<file path="config.mk">
export PLATFORM = sky130hd
export DESIGN_NAME = virtual_phy_autoneg_advertise
export DESIGN_NICKNAME = d
export VERILOG_FILES = /design/src/vphy_adv_pkg.sv /design/src/virtual_phy_autoneg_advertise.sv /design/src/strap_sync.sv
export SDC_FILE = /design/constraint.sdc
export NUM_CORES = 1
export LEC_CHECK = 0
export ABC_AREA = 1
export BUFFER_PORTS_ARGS = -buffer_cell sky130_fd_sc_hd__buf_2
export CAP_MARGIN = 10
export CORE_ASPECT_RATIO = 1.5
export CORE_MARGIN = 1.5
export CORE_UTILIZATION = 40
export CTS_CLUSTER_SIZE = 14
export DETAILED_ROUTE_END_ITERATION = 10
export PLACE_DENSITY = 0.72
export REMOVE_ABC_BUFFERS = 1
export SKIP_LAST_GASP = 1
export SLEW_MARGIN = 30
export SYNTH_ARGS = -nofsm -noshare
export SYNTH_HDL_FRONTEND = slang
export SYNTH_SLANG_ARGS = --single-unit
</file>
<file path="constraint.sdc">
create_clock -name core_clk -period 1.8 [get_ports core_clk]
set_input_delay 0 -clock core_clk [delete_from_list [all_inputs] [get_ports core_clk]]
set_output_delay 0 -clock core_clk [all_outputs]
set_load 0.02 [all_outputs]
</file>
<file path="src/vphy_adv_pkg.sv">
// package: offsets, field layout and request types of the advertisement registers
package vphy_adv_pkg;

    localparam logic [8:0]  ADV_OFFSET      = 9'h1D0;
    localparam logic [8:0]  PARTNER_OFFSET  = 9'h1D4;
    localparam logic [8:0]  ADDR_MASK_LOW   = 9'h003;
    localparam logic [4:0]  MII_ADV_INDEX   = 5'h04;
    localparam logic [4:0]  MII_PARTNER_IDX = 5'h05;

    localparam int          BIT_NEXT_PAGE   = 15;
    localparam int          BIT_ACK         = 14;
    localparam int          BIT_REMOTE_FLT  = 13;
    localparam int          BIT_ASYM_PAUSE  = 11;
    localparam int          BIT_SYM_PAUSE   = 10;
    localparam int          BIT_T4          = 9;
    localparam int          BIT_X_FULL      = 8;
    localparam int          BIT_X_HALF      = 7;
    localparam int          BIT_T_FULL      = 6;
    localparam int          BIT_T_HALF      = 5;

    localparam logic [4:0]  SELECTOR_8023   = 5'h01;
    localparam logic [15:0] ZERO16          = 16'h0000;

    // writable advertisement fields
    typedef struct packed {
        logic       asym_pause;
        logic       sym_pause;
        logic       x_full;
        logic       x_half;
        logic       t_full;
        logic       t_half;
        logic [4:0] selector;
    } adv_fields_t;

    // register access request
    typedef struct packed {
        logic        rd;
        logic        wr;
        logic [8:0]  addr;
        logic [31:0] wdata;
    } reg_req_t;

    // serial management access, 16-bit view
    typedef struct packed {
        logic        rd;
        logic        wr;
        logic [4:0]  index;
        logic [15:0] wdata;
    } mii_req_t;

endpackage : vphy_adv_pkg

</file>
<file path="src/virtual_phy_autoneg_advertise.sv">
// advertisement and emulated partner ability registers of the emulated phy
`timescale 1ns/1ps
module virtual_phy_autoneg_advertise
    import vphy_adv_pkg::*;
(
    // clock and reset
    input  wire logic                      core_clk,
    input  wire logic                      rst,
    // configuration strap pin
    input  wire logic                      pause_advert_strap,
    // internal register map access
    input  wire vphy_adv_pkg::reg_req_t    reg_req,
    output logic [31:0]                    reg_rdata,
    output logic                           reg_rvalid,
    // serial management access
    input  wire vphy_adv_pkg::mii_req_t    mii_req,
    output logic [15:0]                    mii_rdata,
    output logic                           mii_rvalid,
    // configuration loader
    input  wire logic                      loader_wr,
    input  wire logic [15:0]               loader_data,
    input  wire logic                      reload_cmd,
    output logic                           loader_busy,
    // registered advertisement to the negotiation logic, one cycle behind the register
    output logic [15:0]                    adv_word
);
    import vphy_adv_pkg::*;

    // ************************************************************
    // strap capture
    // ************************************************************
    logic strap_sync_level;
    logic strap_taken_ff;
    logic nxt_strap_taken;
    logic strap_val_ff;
    logic nxt_strap_val;

    // sequencer state is read here, so it is declared first
    typedef enum logic [2:0] {LD_SYNC, LD_SETTLE, LD_STRAP, LD_DEFAULT, LD_IDLE} load_state_t;

    load_state_t load_state_ff;
    load_state_t nxt_load_state;

    strap_sync u_strap_sync (
        .core_clk  (core_clk),
        .rst       (rst),
        .pin_in    (pause_advert_strap),
        .level_out (strap_sync_level)
    );

    // taken once on the third edge after release; later pin motion ignored
    always_comb begin
        nxt_strap_taken = strap_taken_ff;
        nxt_strap_val   = strap_val_ff;
        if (!strap_taken_ff && load_state_ff == LD_STRAP) begin
            nxt_strap_taken = 1'b1;
            nxt_strap_val   = strap_sync_level;
        end
    end

    always_ff @(posedge core_clk or posedge rst) begin
        if (rst) begin
            strap_taken_ff <= 1'b0;
            strap_val_ff   <= 1'b0;
        end else begin
            strap_taken_ff <= nxt_strap_taken;
            strap_val_ff   <= nxt_strap_val;
        end
    end

    // ************************************************************
    // loader sequencing
    // ************************************************************
    logic        busy_ff;
    logic        nxt_busy;

    // synchroniser resets to zero, so the pin is only valid two edges after release
    always_comb begin
        nxt_load_state = load_state_ff;
        unique case (load_state_ff)
            LD_SYNC:    nxt_load_state = LD_SETTLE;
            LD_SETTLE:  nxt_load_state = LD_STRAP;
            LD_STRAP:   nxt_load_state = LD_DEFAULT;
            LD_DEFAULT: nxt_load_state = LD_IDLE;
            LD_IDLE: begin
                if (reload_cmd) begin
                    nxt_load_state = LD_DEFAULT;
                end
            end
            default:    nxt_load_state = LD_SYNC;
        endcase
        nxt_busy = (nxt_load_state != LD_IDLE);
    end

    always_ff @(posedge core_clk or posedge rst) begin
        if (rst) begin
            load_state_ff <= LD_SYNC;
            busy_ff       <= 1'b1;
        end else begin
            load_state_ff <= nxt_load_state;
            busy_ff       <= nxt_busy;
        end
    end

    // ************************************************************
    // advertisement register
    // ************************************************************
    adv_fields_t adv_ff;
    adv_fields_t nxt_adv;
    adv_fields_t dflt;
    logic        sw_wr;
    logic [15:0] sw_data;

    function automatic adv_fields_t unpack16(input logic [15:0] d);
        adv_fields_t f;
        f.asym_pause = d[BIT_ASYM_PAUSE];
        f.sym_pause  = d[BIT_SYM_PAUSE];
        f.x_full     = d[BIT_X_FULL];
        f.x_half     = d[BIT_X_HALF];
        f.t_full     = d[BIT_T_FULL];
        f.t_half     = d[BIT_T_HALF];
        f.selector   = d[4:0];
        return f;
    endfunction : unpack16

    // only the writable fields exist, so other bits of a write fall away
    always_comb begin
        dflt.asym_pause = ~strap_val_ff;
        dflt.sym_pause  = ~strap_val_ff;
        dflt.x_full     = 1'b1;
        dflt.x_half     = 1'b1;
        dflt.t_full     = 1'b1;
        dflt.t_half     = 1'b1;
        dflt.selector   = SELECTOR_8023;

        sw_wr   = 1'b0;
        sw_data = ZERO16;
        if (reg_req.wr && reg_req.addr == ADV_OFFSET) begin
            sw_wr   = 1'b1;
            sw_data = reg_req.wdata[15:0];
        end else if (mii_req.wr && mii_req.index == MII_ADV_INDEX) begin
            sw_wr   = 1'b1;
            sw_data = mii_req.wdata;
        end

        nxt_adv = adv_ff;
        // loader data wins over the defaults, else its write would be lost
        if (busy_ff && loader_wr) begin
            nxt_adv = unpack16(loader_data);
        end else if (load_state_ff == LD_DEFAULT) begin
            nxt_adv = dflt;
        end else if (!busy_ff && sw_wr) begin
            nxt_adv = unpack16(sw_data);
        end
    end

    always_ff @(posedge core_clk or posedge rst) begin
        if (rst) begin
            adv_ff <= '{asym_pause: 1'b0, sym_pause: 1'b0, x_full: 1'b1, x_half: 1'b1,
                        t_full: 1'b1, t_half: 1'b1, selector: SELECTOR_8023};
        end else begin
            adv_ff <= nxt_adv;
        end
    end

    // ************************************************************
    // read assembly
    // ************************************************************
    logic [15:0] adv_view;
    logic [15:0] partner_view;

    always_comb begin
        adv_view                 = ZERO16;
        adv_view[BIT_NEXT_PAGE]  = 1'b0;
        adv_view[BIT_REMOTE_FLT] = 1'b0;
        adv_view[BIT_T4]         = 1'b0;
        adv_view[BIT_ASYM_PAUSE] = adv_ff.asym_pause;
        adv_view[BIT_SYM_PAUSE]  = adv_ff.sym_pause;
        adv_view[BIT_X_FULL]     = adv_ff.x_full;
        adv_view[BIT_X_HALF]     = adv_ff.x_half;
        adv_view[BIT_T_FULL]     = adv_ff.t_full;
        adv_view[BIT_T_HALF]     = adv_ff.t_half;
        adv_view[4:0]            = adv_ff.selector;

        // emulated partner mirrors our abilities; never received from a wire
        partner_view                = adv_view;
        partner_view[BIT_NEXT_PAGE] = 1'b0;
        partner_view[BIT_ACK]       = 1'b1;
    end

    logic [31:0] rdata_ff;
    logic [31:0] nxt_rdata;
    logic        rvalid_ff;
    logic        nxt_rvalid;
    logic [15:0] mdata_ff;
    logic [15:0] nxt_mdata;
    logic        mvalid_ff;
    logic        nxt_mvalid;
    logic [15:0] advout_ff;

    // unmapped offsets read zero
    always_comb begin
        nxt_rvalid = reg_req.rd;
        nxt_rdata  = '0;
        if (reg_req.rd && reg_req.addr == ADV_OFFSET) begin
            nxt_rdata = {ZERO16, adv_view};
        end else if (reg_req.rd && reg_req.addr == PARTNER_OFFSET) begin
            nxt_rdata = {ZERO16, partner_view};
        end

        nxt_mvalid = mii_req.rd;
        nxt_mdata  = ZERO16;
        if (mii_req.rd && mii_req.index == MII_ADV_INDEX) begin
            nxt_mdata = adv_view;
        end else if (mii_req.rd && mii_req.index == MII_PARTNER_IDX) begin
            nxt_mdata = partner_view;
        end
    end

    always_ff @(posedge core_clk or posedge rst) begin
        if (rst) begin
            rdata_ff  <= '0;
            rvalid_ff <= 1'b0;
            mdata_ff  <= ZERO16;
            mvalid_ff <= 1'b0;
            advout_ff <= ZERO16;
        end else begin
            rdata_ff  <= nxt_rdata;
            rvalid_ff <= nxt_rvalid;
            mdata_ff  <= nxt_mdata;
            mvalid_ff <= nxt_mvalid;
            advout_ff <= adv_view;
        end
    end

    assign reg_rdata   = rdata_ff;
    assign reg_rvalid  = rvalid_ff;
    assign mii_rdata   = mdata_ff;
    assign mii_rvalid  = mvalid_ff;
    assign loader_busy = busy_ff;
    assign adv_word    = advout_ff;

endmodule : virtual_phy_autoneg_advertise

</file>
<file path="src/strap_sync.sv">
// two-stage synchroniser for an asynchronous strap pin
`timescale 1ns/1ps
module strap_sync (
    // clock and reset
    input  wire logic core_clk,
    input  wire logic rst,
    // pin and synchronised level
    input  wire logic pin_in,
    output logic      level_out
);
    logic meta_ff;
    logic sync_ff;

    always_ff @(posedge core_clk or posedge rst) begin
        if (rst) begin
            meta_ff <= 1'b0;
            sync_ff <= 1'b0;
        end else begin
            meta_ff <= pin_in;
            sync_ff <= meta_ff;
        end
    end

    assign level_out = sync_ff;

endmodule : strap_sync

</file>
After elaboration in Yosys (flattened, before gate mapping)
Cells that the tools add are included.
Storage, ports and cells
  memories kept: 0
  word-level logic and storage cells: 54
  bits in read-only memories: 0
  output and inout port bits: 67
  latch bits: 0
  bits in registers: 80
  bits of input ports: 87
  bits in writable memories: 0
Cells by class
  divide/modulo/power cells: 0
  $mul: 0
  muxes and demuxes: 13
  reduce and logical (&&, ||, !) cells: 13
  order comparisons: 0
  bitwise gates (word level): 1
  shifts and indexed selects: 0
  eq/ne operators: 9
  add/sub/neg operators: 0
Operators with widths (number)
  $mux W15: 4
  $mux W11: 3
  $mux W12: 2
  $eq A9 B9 Y1 const B: 2
  $pmux W3 S5: 1
  $eq A5 B3 Y1 const B: 2
  $logic_and A1 B1 Y1: 9
  $eq A3 B2 Y1 const B: 2
  $eq A3 B1 Y1 const B: 1
  $eq A3 B3 Y1 const B: 1
  $logic_not A3 Y1: 1
  $mux W3: 1
  $ne A3 B3 Y1 const B: 1
  $reduce_bool A3 Y1: 1
  $logic_not A1 Y1: 2
  $mux W1: 2
  $not A1 Y1: 1

Longest topological paths before layout
Gate-level depths: netlist (run 1).
  depth after elaboration: 8
  mapped depth: 11
  gate-level depth less buffers: 10

Cells and area by module
A second synthesis (run 1) with hierarchy kept.
Second synthesis, totals
  cell total of the unflattened synthesis: 285
  area, all modules: 2665.1 sq um
Modules (own cells, without submodules)
  virtual_phy_autoneg_advertise: cells an instance 282, times used 1, area an instance 2611.3 sq um, sequential area each 1358.8 sq um
  strap_sync: cells an instance 3, times used 1, area an instance 53.8 sq um, sequential area each 50.0 sq um

Worst setup path after synthesis (run 1)
Ideal clock, no wire load.
  kind: register to register
  from: register busy_ff (netlist: loader_busy)
  to: register adv_ff[1] (netlist name)
  arrival: 1.209 ns
  slack: 0.474 ns
  path buffers: 1
  library setup time: 0.116 ns
  clock period less this slack: 1.326 ns
  data required time: 1.684 ns
  cell stages (with the launch flop): 9
  cell sequence: dfstp_2 -> nand2_2 -> inv_2 -> nor2_4 -> nand2_8 -> inv_2 -> buf_6 -> nand2_1 -> nand2_1
On the way
  cells in the longest elaborated chain, start to end: 3
  elaborated cells between the ends (all ways): 5
  classes of those cells: mux (1); reduce/logical (4)
Ends and longest elaborated chain
  from (decl): line virtual_phy_autoneg_advertise.sv:74  | logic busy_ff;
  from (signal assigned): line virtual_phy_autoneg_advertise.sv:101  | busy_ff <= nxt_busy;
  $logic_not A1 Y1: line virtual_phy_autoneg_advertise.sv:152  | end else if (!busy_ff && sw_wr) begin
  $logic_and A1 B1 Y1: line virtual_phy_autoneg_advertise.sv:152
  $reduce_bool A3 Y1 (no line)
  to (signal assigned): line virtual_phy_autoneg_advertise.sv:159  | adv_ff <= '{asym_pause: 1'b0, sym_pause: 1'b0, x_full: 1'b1, x_half: 1'b1,
  to (signal assigned): line virtual_phy_autoneg_advertise.sv:162  | adv_ff <= nxt_adv;
  to (decl): line virtual_phy_autoneg_advertise.sv:108  | adv_fields_t adv_ff;
Parallel ways exist; a longest one is shown, timed or not.
A chain may end at the register's enable or synchronous reset.

Worst setup path after layout (run 1)
  from: input mii_req[16] (netlist name)
  to: register mdata_ff[14] (netlist: mii_rdata[14])
On the way
  cells in the longest elaborated chain, start to end: 4
  elaborated cells between the ends (all ways): 6
  classes of those cells: eq/ne (2); mux (2); reduce/logical (2)
Ends and longest elaborated chain
  from (decl): line virtual_phy_autoneg_advertise.sv:16  | input wire vphy_adv_pkg::mii_req_t mii_req,
  $eq A5 B3 Y1: line virtual_phy_autoneg_advertise.sv:215  | end else if (mii_req.rd && mii_req.index == MII_PARTNER_IDX) begin
  $logic_and A1 B1 Y1: line virtual_phy_autoneg_advertise.sv:215
  $mux W15: line virtual_phy_autoneg_advertise.sv:215
  $mux W15 (*): line virtual_phy_autoneg_advertise.sv:213  | if (mii_req.rd && mii_req.index == MII_ADV_INDEX) begin
  named net nxt_mdata[14]: line virtual_phy_autoneg_advertise.sv:196  | logic [15:0] nxt_mdata;
  to (signal assigned): line virtual_phy_autoneg_advertise.sv:230  | mdata_ff <= nxt_mdata;
  to (decl): line virtual_phy_autoneg_advertise.sv:195  | logic [15:0] mdata_ff;
Mark *: on every way through the listed nets, which the timed path passes. The rest lies on a longest branch.

==> results.ini, run 1 <==
[floorplanning]
die_width_um = 68.6
chipHeight_um = 101
die_area_um2 = 6960
start_util = 0.418
ios = 154
rows = 35
coreArea_um2 = 6170

[clocking]
cts_tree = yes
worstSkewPairLatency_ps = 310
root_buffer = clkbuf_8
clk_pin_slew_worst_paths_ps = 100
cts_setup_buffers = 0
clockBufferDepth = 2
clock_sinks = 56
cts_buffers = 5
cts.repair.resized = 0
htree_levels = 2

[timing]
fin_ws_ps = 102
slew-limit-headroom = 0.629
fin_skew_ps = 7.44
rsz0062_at_grt = false
maxSlewViolCount = 0
tns_ps = 0
fmax_ghz = 0.589
fin_crit_ps = 1700
setup_viol = 0
hold_viol = 0
worst_pin_slew_ps = 555
fin_crit_sh = 0.943

[route]
finalWirelength_um = 6010
vias_per_cell = 4.51
routedWlPerCell_um = 12.7
via_count = 2143
drtIter0Drc = 107
drt_pass1_iterations = 4
ant_nets = 0
drcViolationCount = 0

[cells_and_area]
finish.utilization = 0.546
finalInstanceArea_um2 = 3370
area_growth_syn_to_layout_pct = 30.5
nets = 487
layout_common_cells = buf_2 (93), nand2_1 (52), dfrtp_1 (50), nor2_1 (29), conb_1 (29)
mostFrequentLayoutCell = buf_2
drive_above_1_share = 0.354
diodes = 0

[global_routing]
grt_pass1_wl_um = 9270
grt-ovfl-total = 0
grt_max_degree = 27
antenna_found_initial = 0
track_usage = 0.180
grt_pass1_vias = 2024

[yosys]
synth_top_area_cell = dfrtp_1
ys_top_cells_by_area = dfrtp_1 (48%), buf_4 (8.4%), nand2_1 (7.6%)
ys_seq_area_frac = 0.545
avgSynthCellArea_um2 = 9.16
yosysWarnings = 0
netlist.area_leader.share = 0.484
ys_ff_latch = 56
syn_inst = 282
yosysUniqueCellTypes = 26
synth_area_um2 = 2580

[place]
port_buffers = 93
place_worst_setup_slack_ps = 230
dp_hpwl_um = 4420
post_dp_cell_area_um2 = 3020
gp_congestion = 0.791

[power]
peakVddDrop_mv = 0.621
p_clk_frac = 0.255
p_comb_frac = 0.289
switching_share = 0.342
p_int_mw = 2.50
p_per_area_nw_per_um2 = 1130
leakagePower_nw = 1.94
p_seq_frac = 0.456
switchingPower_mw = 1.30
p_total_mw = 3.81

[worst_setup_path]
cp_max_fo = 2
cp.arrival_ps = 1890
worst_setup_path_start_kind = input port
path_class = in -> reg
critPathLaunch = mii_req[16]
crit_required_ps = 1990
r2r_start = loader_busy
cp-end-kind = flop

[worst_hold_path]
hold_path_class = in -> reg
hp-start = loader_data[0]

[flow_run]
maxCapViolCount = 0

[run_status]
status = finished clean

==> power groups by stage <==
stage,sequential (mW),combinational [mW],clock (mW)
finish,1.74,1.10,0.971
global route,1.78,1.24,1.05
CTS,1.74,1.12,0.995
detailed placement,1.77,1.08,0
global placement,1.75,1.06,0
floorplan,1.89,0.584,0
==> synthesized netlist by cell type <==
master,n
a21oi_1,5
a31oi_1,1
buf_2,4
buf_4,29
buf_6,2
clkbuf_1,2
conb_1,1
dfrtp_1,50
dfstp_2,6
inv_1,27
inv_2,8
nand2_1,52
nand2_2,5
nand2_4,2
nand2_8,1
nand3_1,25
nand3_2,1
nand3b_1,5
nand4_1,13
nor2_1,29
nor2_2,3
nor2_4,2
nor2_8,1
nor4_1,1
o21ai_0,2
or2_2,5
==> cells by family after synthesis <==
family                 count (synthesis)  share of synthesized area
AOI/OAI and AO/OA                      8                     0.0160
other                                  1                    0.00145
and+or+nand+nor                      145                      0.283
buffers and inverters                 72                      0.154
DFF                                   56                      0.545
==> critical path, stage by stage <==
cell and delay (ps):
dlygate4sd3_1 550, buf_2 140, nand3_1 80, dlygate4sd3_1 550, nor2_1 40, dlygate4sd3_1 550
==> worst paths after layout <==
kind	end	slack [ps]	depth (start not counted)
worst min-delay path	adv_ff[0]	20	4
worst max-delay path	mii_rdata[14]	100	6
worst max register to register	adv_ff[6]	250	7
min in group asynchronous	adv_word[11]	270	3
max in group asynchronous	adv_ff[1]	850	4
worst min register to register	u_strap_sync.level_out	360	0
==> layout make-up <==
type / count / area, um2
Fill cell: 582 / 2800
Sequential cell: 56 / 1410
Multi-Input combinational cell: 182 / 881
Clock buffer: 5 / 68.8
Clock inverter: 3 / 68.8
Tap cell: 74 / 92.6
Timing Repair Buffer: 120 / 721
Inverter: 35 / 131
==> through the flow <==
| step | hold slack [ps] | cells |
|---|---|---|
| detailed placement | 82.9 | 446 |
| CTS | 5.38 | 475 |
| global route | 20.5 | 475 |
| global placement | 69.2 | 446 |
| floorplan | 31.4 | 273 |
| finish | 17.5 | 475 |
==> state kept, by name (all words and copies together) (netlist names) <==
register / flops
loader_busy: 1
strap_val_ff: 1
reg_rdata: 12
load_state_ff: 3
adv_ff: 11
u_strap_sync.level_out: 1
adv_word: 11
mii_rvalid: 1
strap_taken_ff: 1
mii_rdata: 12
u_strap_sync.meta_ff: 1
reg_rvalid: 1
==> metal layers <==
layer,wire [um],track usage,part of all wire,vias to the layer above
met5,0,0,0,-
met4,131,0.0677,0.022,0
met3,387,0.0333,0.064,10
met2,3140,0.317,0.52,93
met1,2350,0.212,0.39,988
li1,-,-,-,1052
==> timing repair <==
item / in CTS / in global routing
hold endpoints to repair: 32 / 0
hold buffers: 21 / 0
setup endpoints to repair: 0 / 0
Note: power is estimated with default switching activity, not from simulation.
==> run 2, diff against run 1 <==
- ABC_AREA: 1 -> not set
- CORE_ASPECT_RATIO: 1.5 -> 1.2
- PLACE_DENSITY: 0.72 -> not set
- PLACE_DENSITY_LB_ADDON: not set -> 0.1
==> results.ini, run 2 <==
[run_status]
status = finished clean

[place]
place_worst_setup_slack_ps = 220
gp_congestion = 0.708
dp_hpwl_um = 3890
port_buffers = 93

[yosys]
synth-edff-count = 0
yosysWarnings = 0
ys_top_cells_by_count = dfrtp_1 (50), buf_4 (30), and3_1 (19), nand2_1 (17), and2_1 (14)
yosysUniqueCellTypes = 33
syn_inst = 210
ys_seq_area_frac = 0.584
ys.flop_type = dfrtp_1
synth_area_um2 = 2410
synth_top_area_cell = dfrtp_1
ys_top_cells_by_area = dfrtp_1 (52%), buf_4 (9.3%), dfstp_2 (6.5%)
ys_ff_latch = 56
netlist.area_leader.share = 0.518
avgSynthCellArea_um2 = 11.5
synthMostInstantiatedCell = dfrtp_1
async_reset_ff_frac = 1.00

[clocking]
cts.repair.resized = 0
clock_sinks = 56
cts_buffers = 5
clk_pin_slew_worst_paths_ps = 90
cts_tree = yes
clockBufferDepth = 2
htree_levels = 2
cts_setup_buffers = 0
holdBufCountCts = 16
root_buffer = clkbuf_8
worstSkewPairLatency_ps = 300

[worst_setup_path]
worstRegToRegCells = 5
slowest_delay_ps = 570
path_class = reg -> reg
cp.arrival_ps = 1780
slowest_stage = dfstp_2
cp-end-kind = flop
crit_required_ps = 1990
worst_setup_path_start_kind = flop
crit_chain = nand2_1, nand2_4, o31a_4, nand2_1, o22a_1
cp_max_fo = 22
cpMostUsedCell = nand2_1

[global_routing]
antenna_found_initial = 0
grt_pass1_vias = 1670
track_usage = 0.166
grt_max_degree = 25
grt_pass1_wl_um = 7960
grt-ovfl-total = 0

[timing]
fin_ws_ps = 212
fin_skew_ps = 6.84
rsz0062_at_grt = false
setup_viol = 0
fmax_ghz = 0.630
tns_ps = 0
fin_crit_sh = 0.882
fin_crit_ps = 1590
hold_viol = 0
maxSlewViolCount = 0
worst_pin_slew_ps = 501
slew-limit-headroom = 0.666

[route]
drtIter0Drc = 76
drcViolationCount = 0
drt_pass1_iterations = 4
vias_per_cell = 4.35
finalWirelength_um = 5280
ant_nets = 0
via_count = 1758
routedWlPerCell_um = 13.1

[cells_and_area]
diodes = 0
drive_above_1_share = 0.373
layout_common_cells = buf_2 (93), dfrtp_1 (50), conb_1 (29), and3_1 (19), nand2_1 (17)
mostFrequentLayoutCell = buf_2
nets = 410
fillers = 557
area_growth_syn_to_layout_pct = 28.5

[power]
p_int_mw = 2.39
p_comb_frac = 0.320
switching_share = 0.347
p_per_area_nw_per_um2 = 1180
peakVddDrop_mv = 0.768
switchingPower_mw = 1.27
leakagePower_nw = 1.69
p_seq_frac = 0.490
p_clk_frac = 0.190

[floorplanning]
die_area_um2 = 6510
die_width_um = 73.9
rows = 30
coreArea_um2 = 5740
ios = 154
chipHeight_um = 88.1
start_util = 0.420

[worst_hold_path]
hold_depth = 3
hold_path_class = in -> reg

[flow_run]
maxCapViolCount = 0

run 2: changes by cell type after synthesis, moves of 13 or more:
cell | before | now
nand3_1 | 25 | 7
inv_1 | 27 | 9
nor2_1 | 29 | 1
and3_1 | 0 | 19
nand2_1 | 52 | 17
nand4_1 | 13 | 0
and2_1 | 0 | 14
run 2: path summary, 6_finish.rpt:
path,startpoint,end,slack (ps)
min,reg_req[8],adv_ff[8],5
max,loader_busy,adv_ff[1],210
max reg2reg,loader_busy,adv_ff[1],210
min reg2reg,u_strap_sync.meta_ff,u_strap_sync.level_out,360
min in group asynchronous,rst,reg_rdata[10],260
max in group asynchronous,rst,loader_busy,850
run 2: kinds of logic (layout without fill, tap and decap cells):
| logic type | Yosys count | after routing | synth area share |
|---|---|---|---|
| xor gates and xnor gates | 1 | 1 | 0.00363 |
| other | 1 | 29 | 0.00155 |
| AOI/OAI and AO/OA | 34 | 34 | 0.0949 |
| and+or+nand+nor | 71 | 71 | 0.181 |
| buffers and inverters | 46 | 132 | 0.131 |
| DFF | 56 | 56 | 0.584 |
| muxes | 1 | 1 | 0.00467 |
run 2: cell type report:
cell class                      instances  area, um2  area share
Clock buffer                            7       86.3      0.0278
Clock inverter                          1       7.51     0.00242
Inverter                                9       33.8      0.0109
Multi-Input combinational cell        136        795       0.256
Sequential cell                        56       1410       0.454
Tap cell                               80        100      0.0323
Timing Repair Buffer                  115        671       0.216
run 2: per-stage QoR:
step / area [um2] / util / hold slack [ps] / power, mW / instances
6_report: 3100 / 0.540 / 4.84 / 3.66 / 404
3_5_place_dp: 2850 / 0.496 / 58.5 / 2.98 / 380
3_3_place_gp: 2850 / 0.496 / 56.1 / 2.97 / 380
5_1_grt: 3100 / 0.540 / 14.5 / 3.92 / 404
2_1_floorplan: 2240 / - / 31.4 / 2.60 / 201
4_1_cts: 3100 / 0.540 / 1.88 / 3.70 / 404
run 2: critical path, delay by kind of cell, from the launching register on:
kind / cells / cell delay (ps)
DFF: 1 / 570
and+or+nand+nor: 3 / 440
AOI/OAI and AO/OA: 2 / 460
run 2: per-layer routing:
metal  track usage  part of all wire  vias up
li1              -                 -      877
met1         0.197              0.39      821
met2         0.297              0.56       58
met3        0.0426             0.047        2
met4        0.0404            0.0055        0
met5             0                 0        -
run 2: power by group through the flow:
stage / logic [mW] / registers, mW / clock network (mW)
2_1_floorplan: 0.642 / 1.96 / 0
3_3_place_gp: 1.14 / 1.82 / 0
3_5_place_dp: 1.15 / 1.83 / 0
4_1_cts: 1.19 / 1.80 / 0.713
5_1_grt: 1.31 / 1.83 / 0.775
6_report: 1.17 / 1.80 / 0.695
==> run 3, diff against run 2 <==
- REMOVE_ABC_BUFFERS: 1 -> not set
- SLEW_MARGIN: 30 -> not set
- clock period: 1.8 -> 1.9 ns (I/O delays scaled with it)
==> results.ini, run 3 (same netlist as run 2, synthesis figures left out) <==
[route]
drtIter0Drc = 64
drt_pass1_iterations = 4
finalWirelength_um = 5290
via_count = 1817
ant_nets = 0
drcViolationCount = 0
vias_per_cell = 4.45
routedWlPerCell_um = 13.0

[worst_setup_path]
path_class = reg -> reg
endpoint = adv_ff[4]
path_depth = 4
cp-end-kind = flop
slowest_delay_ps = 470
cp.arrival_ps = 1780
r2r_start = load_state_ff[2]
worstRegToRegCells = 4
crit_chain = nand3b_4, nand2_4, o31a_4, o22a_1
cp_max_fo = 22
worst_setup_path_start_kind = flop
critPathLaunch = load_state_ff[2]
r2r_end = adv_ff[4]
worst-path-buf-inv = 0
critPathTopFamily = compound AO/OA/AOI/OAI gates
crit_required_ps = 2100
reg2reg_setup_slack_ps = 330
slowest_stage = o31a_4

[global_routing]
track_usage = 0.165
grt_max_degree = 57
grt-ovfl-total = 0
antenna_found_initial = 0
grt_pass1_wl_um = 8050
grt_pass1_vias = 1734

[timing]
maxSlewViolCount = 0
setup_viol = 0
fin_skew_ps = 7.56
fmax_ghz = 0.636
fin_crit_sh = 0.827
fin_crit_ps = 1570
rsz0062_at_grt = false
hold_viol = 0
tns_ps = 0

[floorplanning]
chipHeight_um = 88.1
coreArea_um2 = 5740
ios = 154
die_width_um = 73.9
start_util = 0.420
die_area_um2 = 6510
rows = 30

[place]
post_dp_cell_area_um2 = 2860
port_buffers = 93
dp_hpwl_um = 3720
place_inst = 380
gp_congestion = 0.752

[clocking]
cts.repair.resized = 0
clockBufferDepth = 2
worstSkewPairLatency_ps = 310
cts_setup_buffers = 0
cts_buffers = 5
cts_tree = yes
holdBufCountCts = 20
clock_sinks = 56
clk_pin_slew_worst_paths_ps = 100
htree_levels = 2
root_buffer = clkbuf_8

[cells_and_area]
mostFrequentLayoutCell = buf_2
nets = 414
layout_common_cells = buf_2 (93), dfrtp_1 (50), conb_1 (29), dlygate4sd3_1 (20), and3_1 (19)
finalInstanceArea_um2 = 3150
area_growth_syn_to_layout_pct = 30.6
diodes = 0
drive_above_1_share = 0.372
fin_cells = 408

[flow_run]
maxCapViolCount = 0

[worst_hold_path]
hold_path_class = in -> reg

[power]
leakagePower_nw = 1.71
peakVddDrop_mv = 0.607
p_per_area_nw_per_um2 = 1110
p_total_mw = 3.49

[run_status]
status = finished clean

## run 3: layout make-up
cell class,count,area [um2]
fillers,563,2590
multi-input cells,136,795
repair buffers,119,723
clock buffers,5,68.8
clock inverters,3,22.5
inverters,9,33.8
flip-flops and latches,56,1410
well taps,80,100
## run 3: worst min path at each step
stage | from | to | slack [ps] | depth (start not counted)
floorplan | mii_req[22] | mii_rvalid | 30 | 0
global route | reg_req[8] | adv_ff[8] | 20 | 3
global placement | rst | reg_rvalid | 70 | 3
CTS | reg_req[0] | adv_ff[0] | 2 | 3
detailed placement | rst | reg_rdata[14] | 70 | 3
finish | reg_req[6] | adv_ff[6] | 3 | 3
## run 3: worst min-delay path, cell delays in order
cell	delay [ps]
buf_2	80
a211oi_1	60
o22ai_1	130
## run 3: where the power goes
group,switching [mW],internal [mW]
logic,0.668,0.463
clock network,0.395,0.265
registers,0.181,1.52
## run 3: metrics by stage
step	worst slack, ps	hold slack, ps	util
floorplan	330	31.4	-
global placement	354	69.3	0.498
detailed placement	333	73.1	0.498
CTS	325	1.91	0.549
global route	194	19.5	0.549
finish	329	3.09	0.549
## run 3: per-layer routing
metal / GRT usage / part of all wire / vias up
li1: - / - / 890
met1: 0.201 / 0.40 / 851
met2: 0.288 / 0.53 / 65
met3: 0.0345 / 0.052 / 11
met4: 0.0505 / 0.016 / 0
met5: 0 / 0 / -
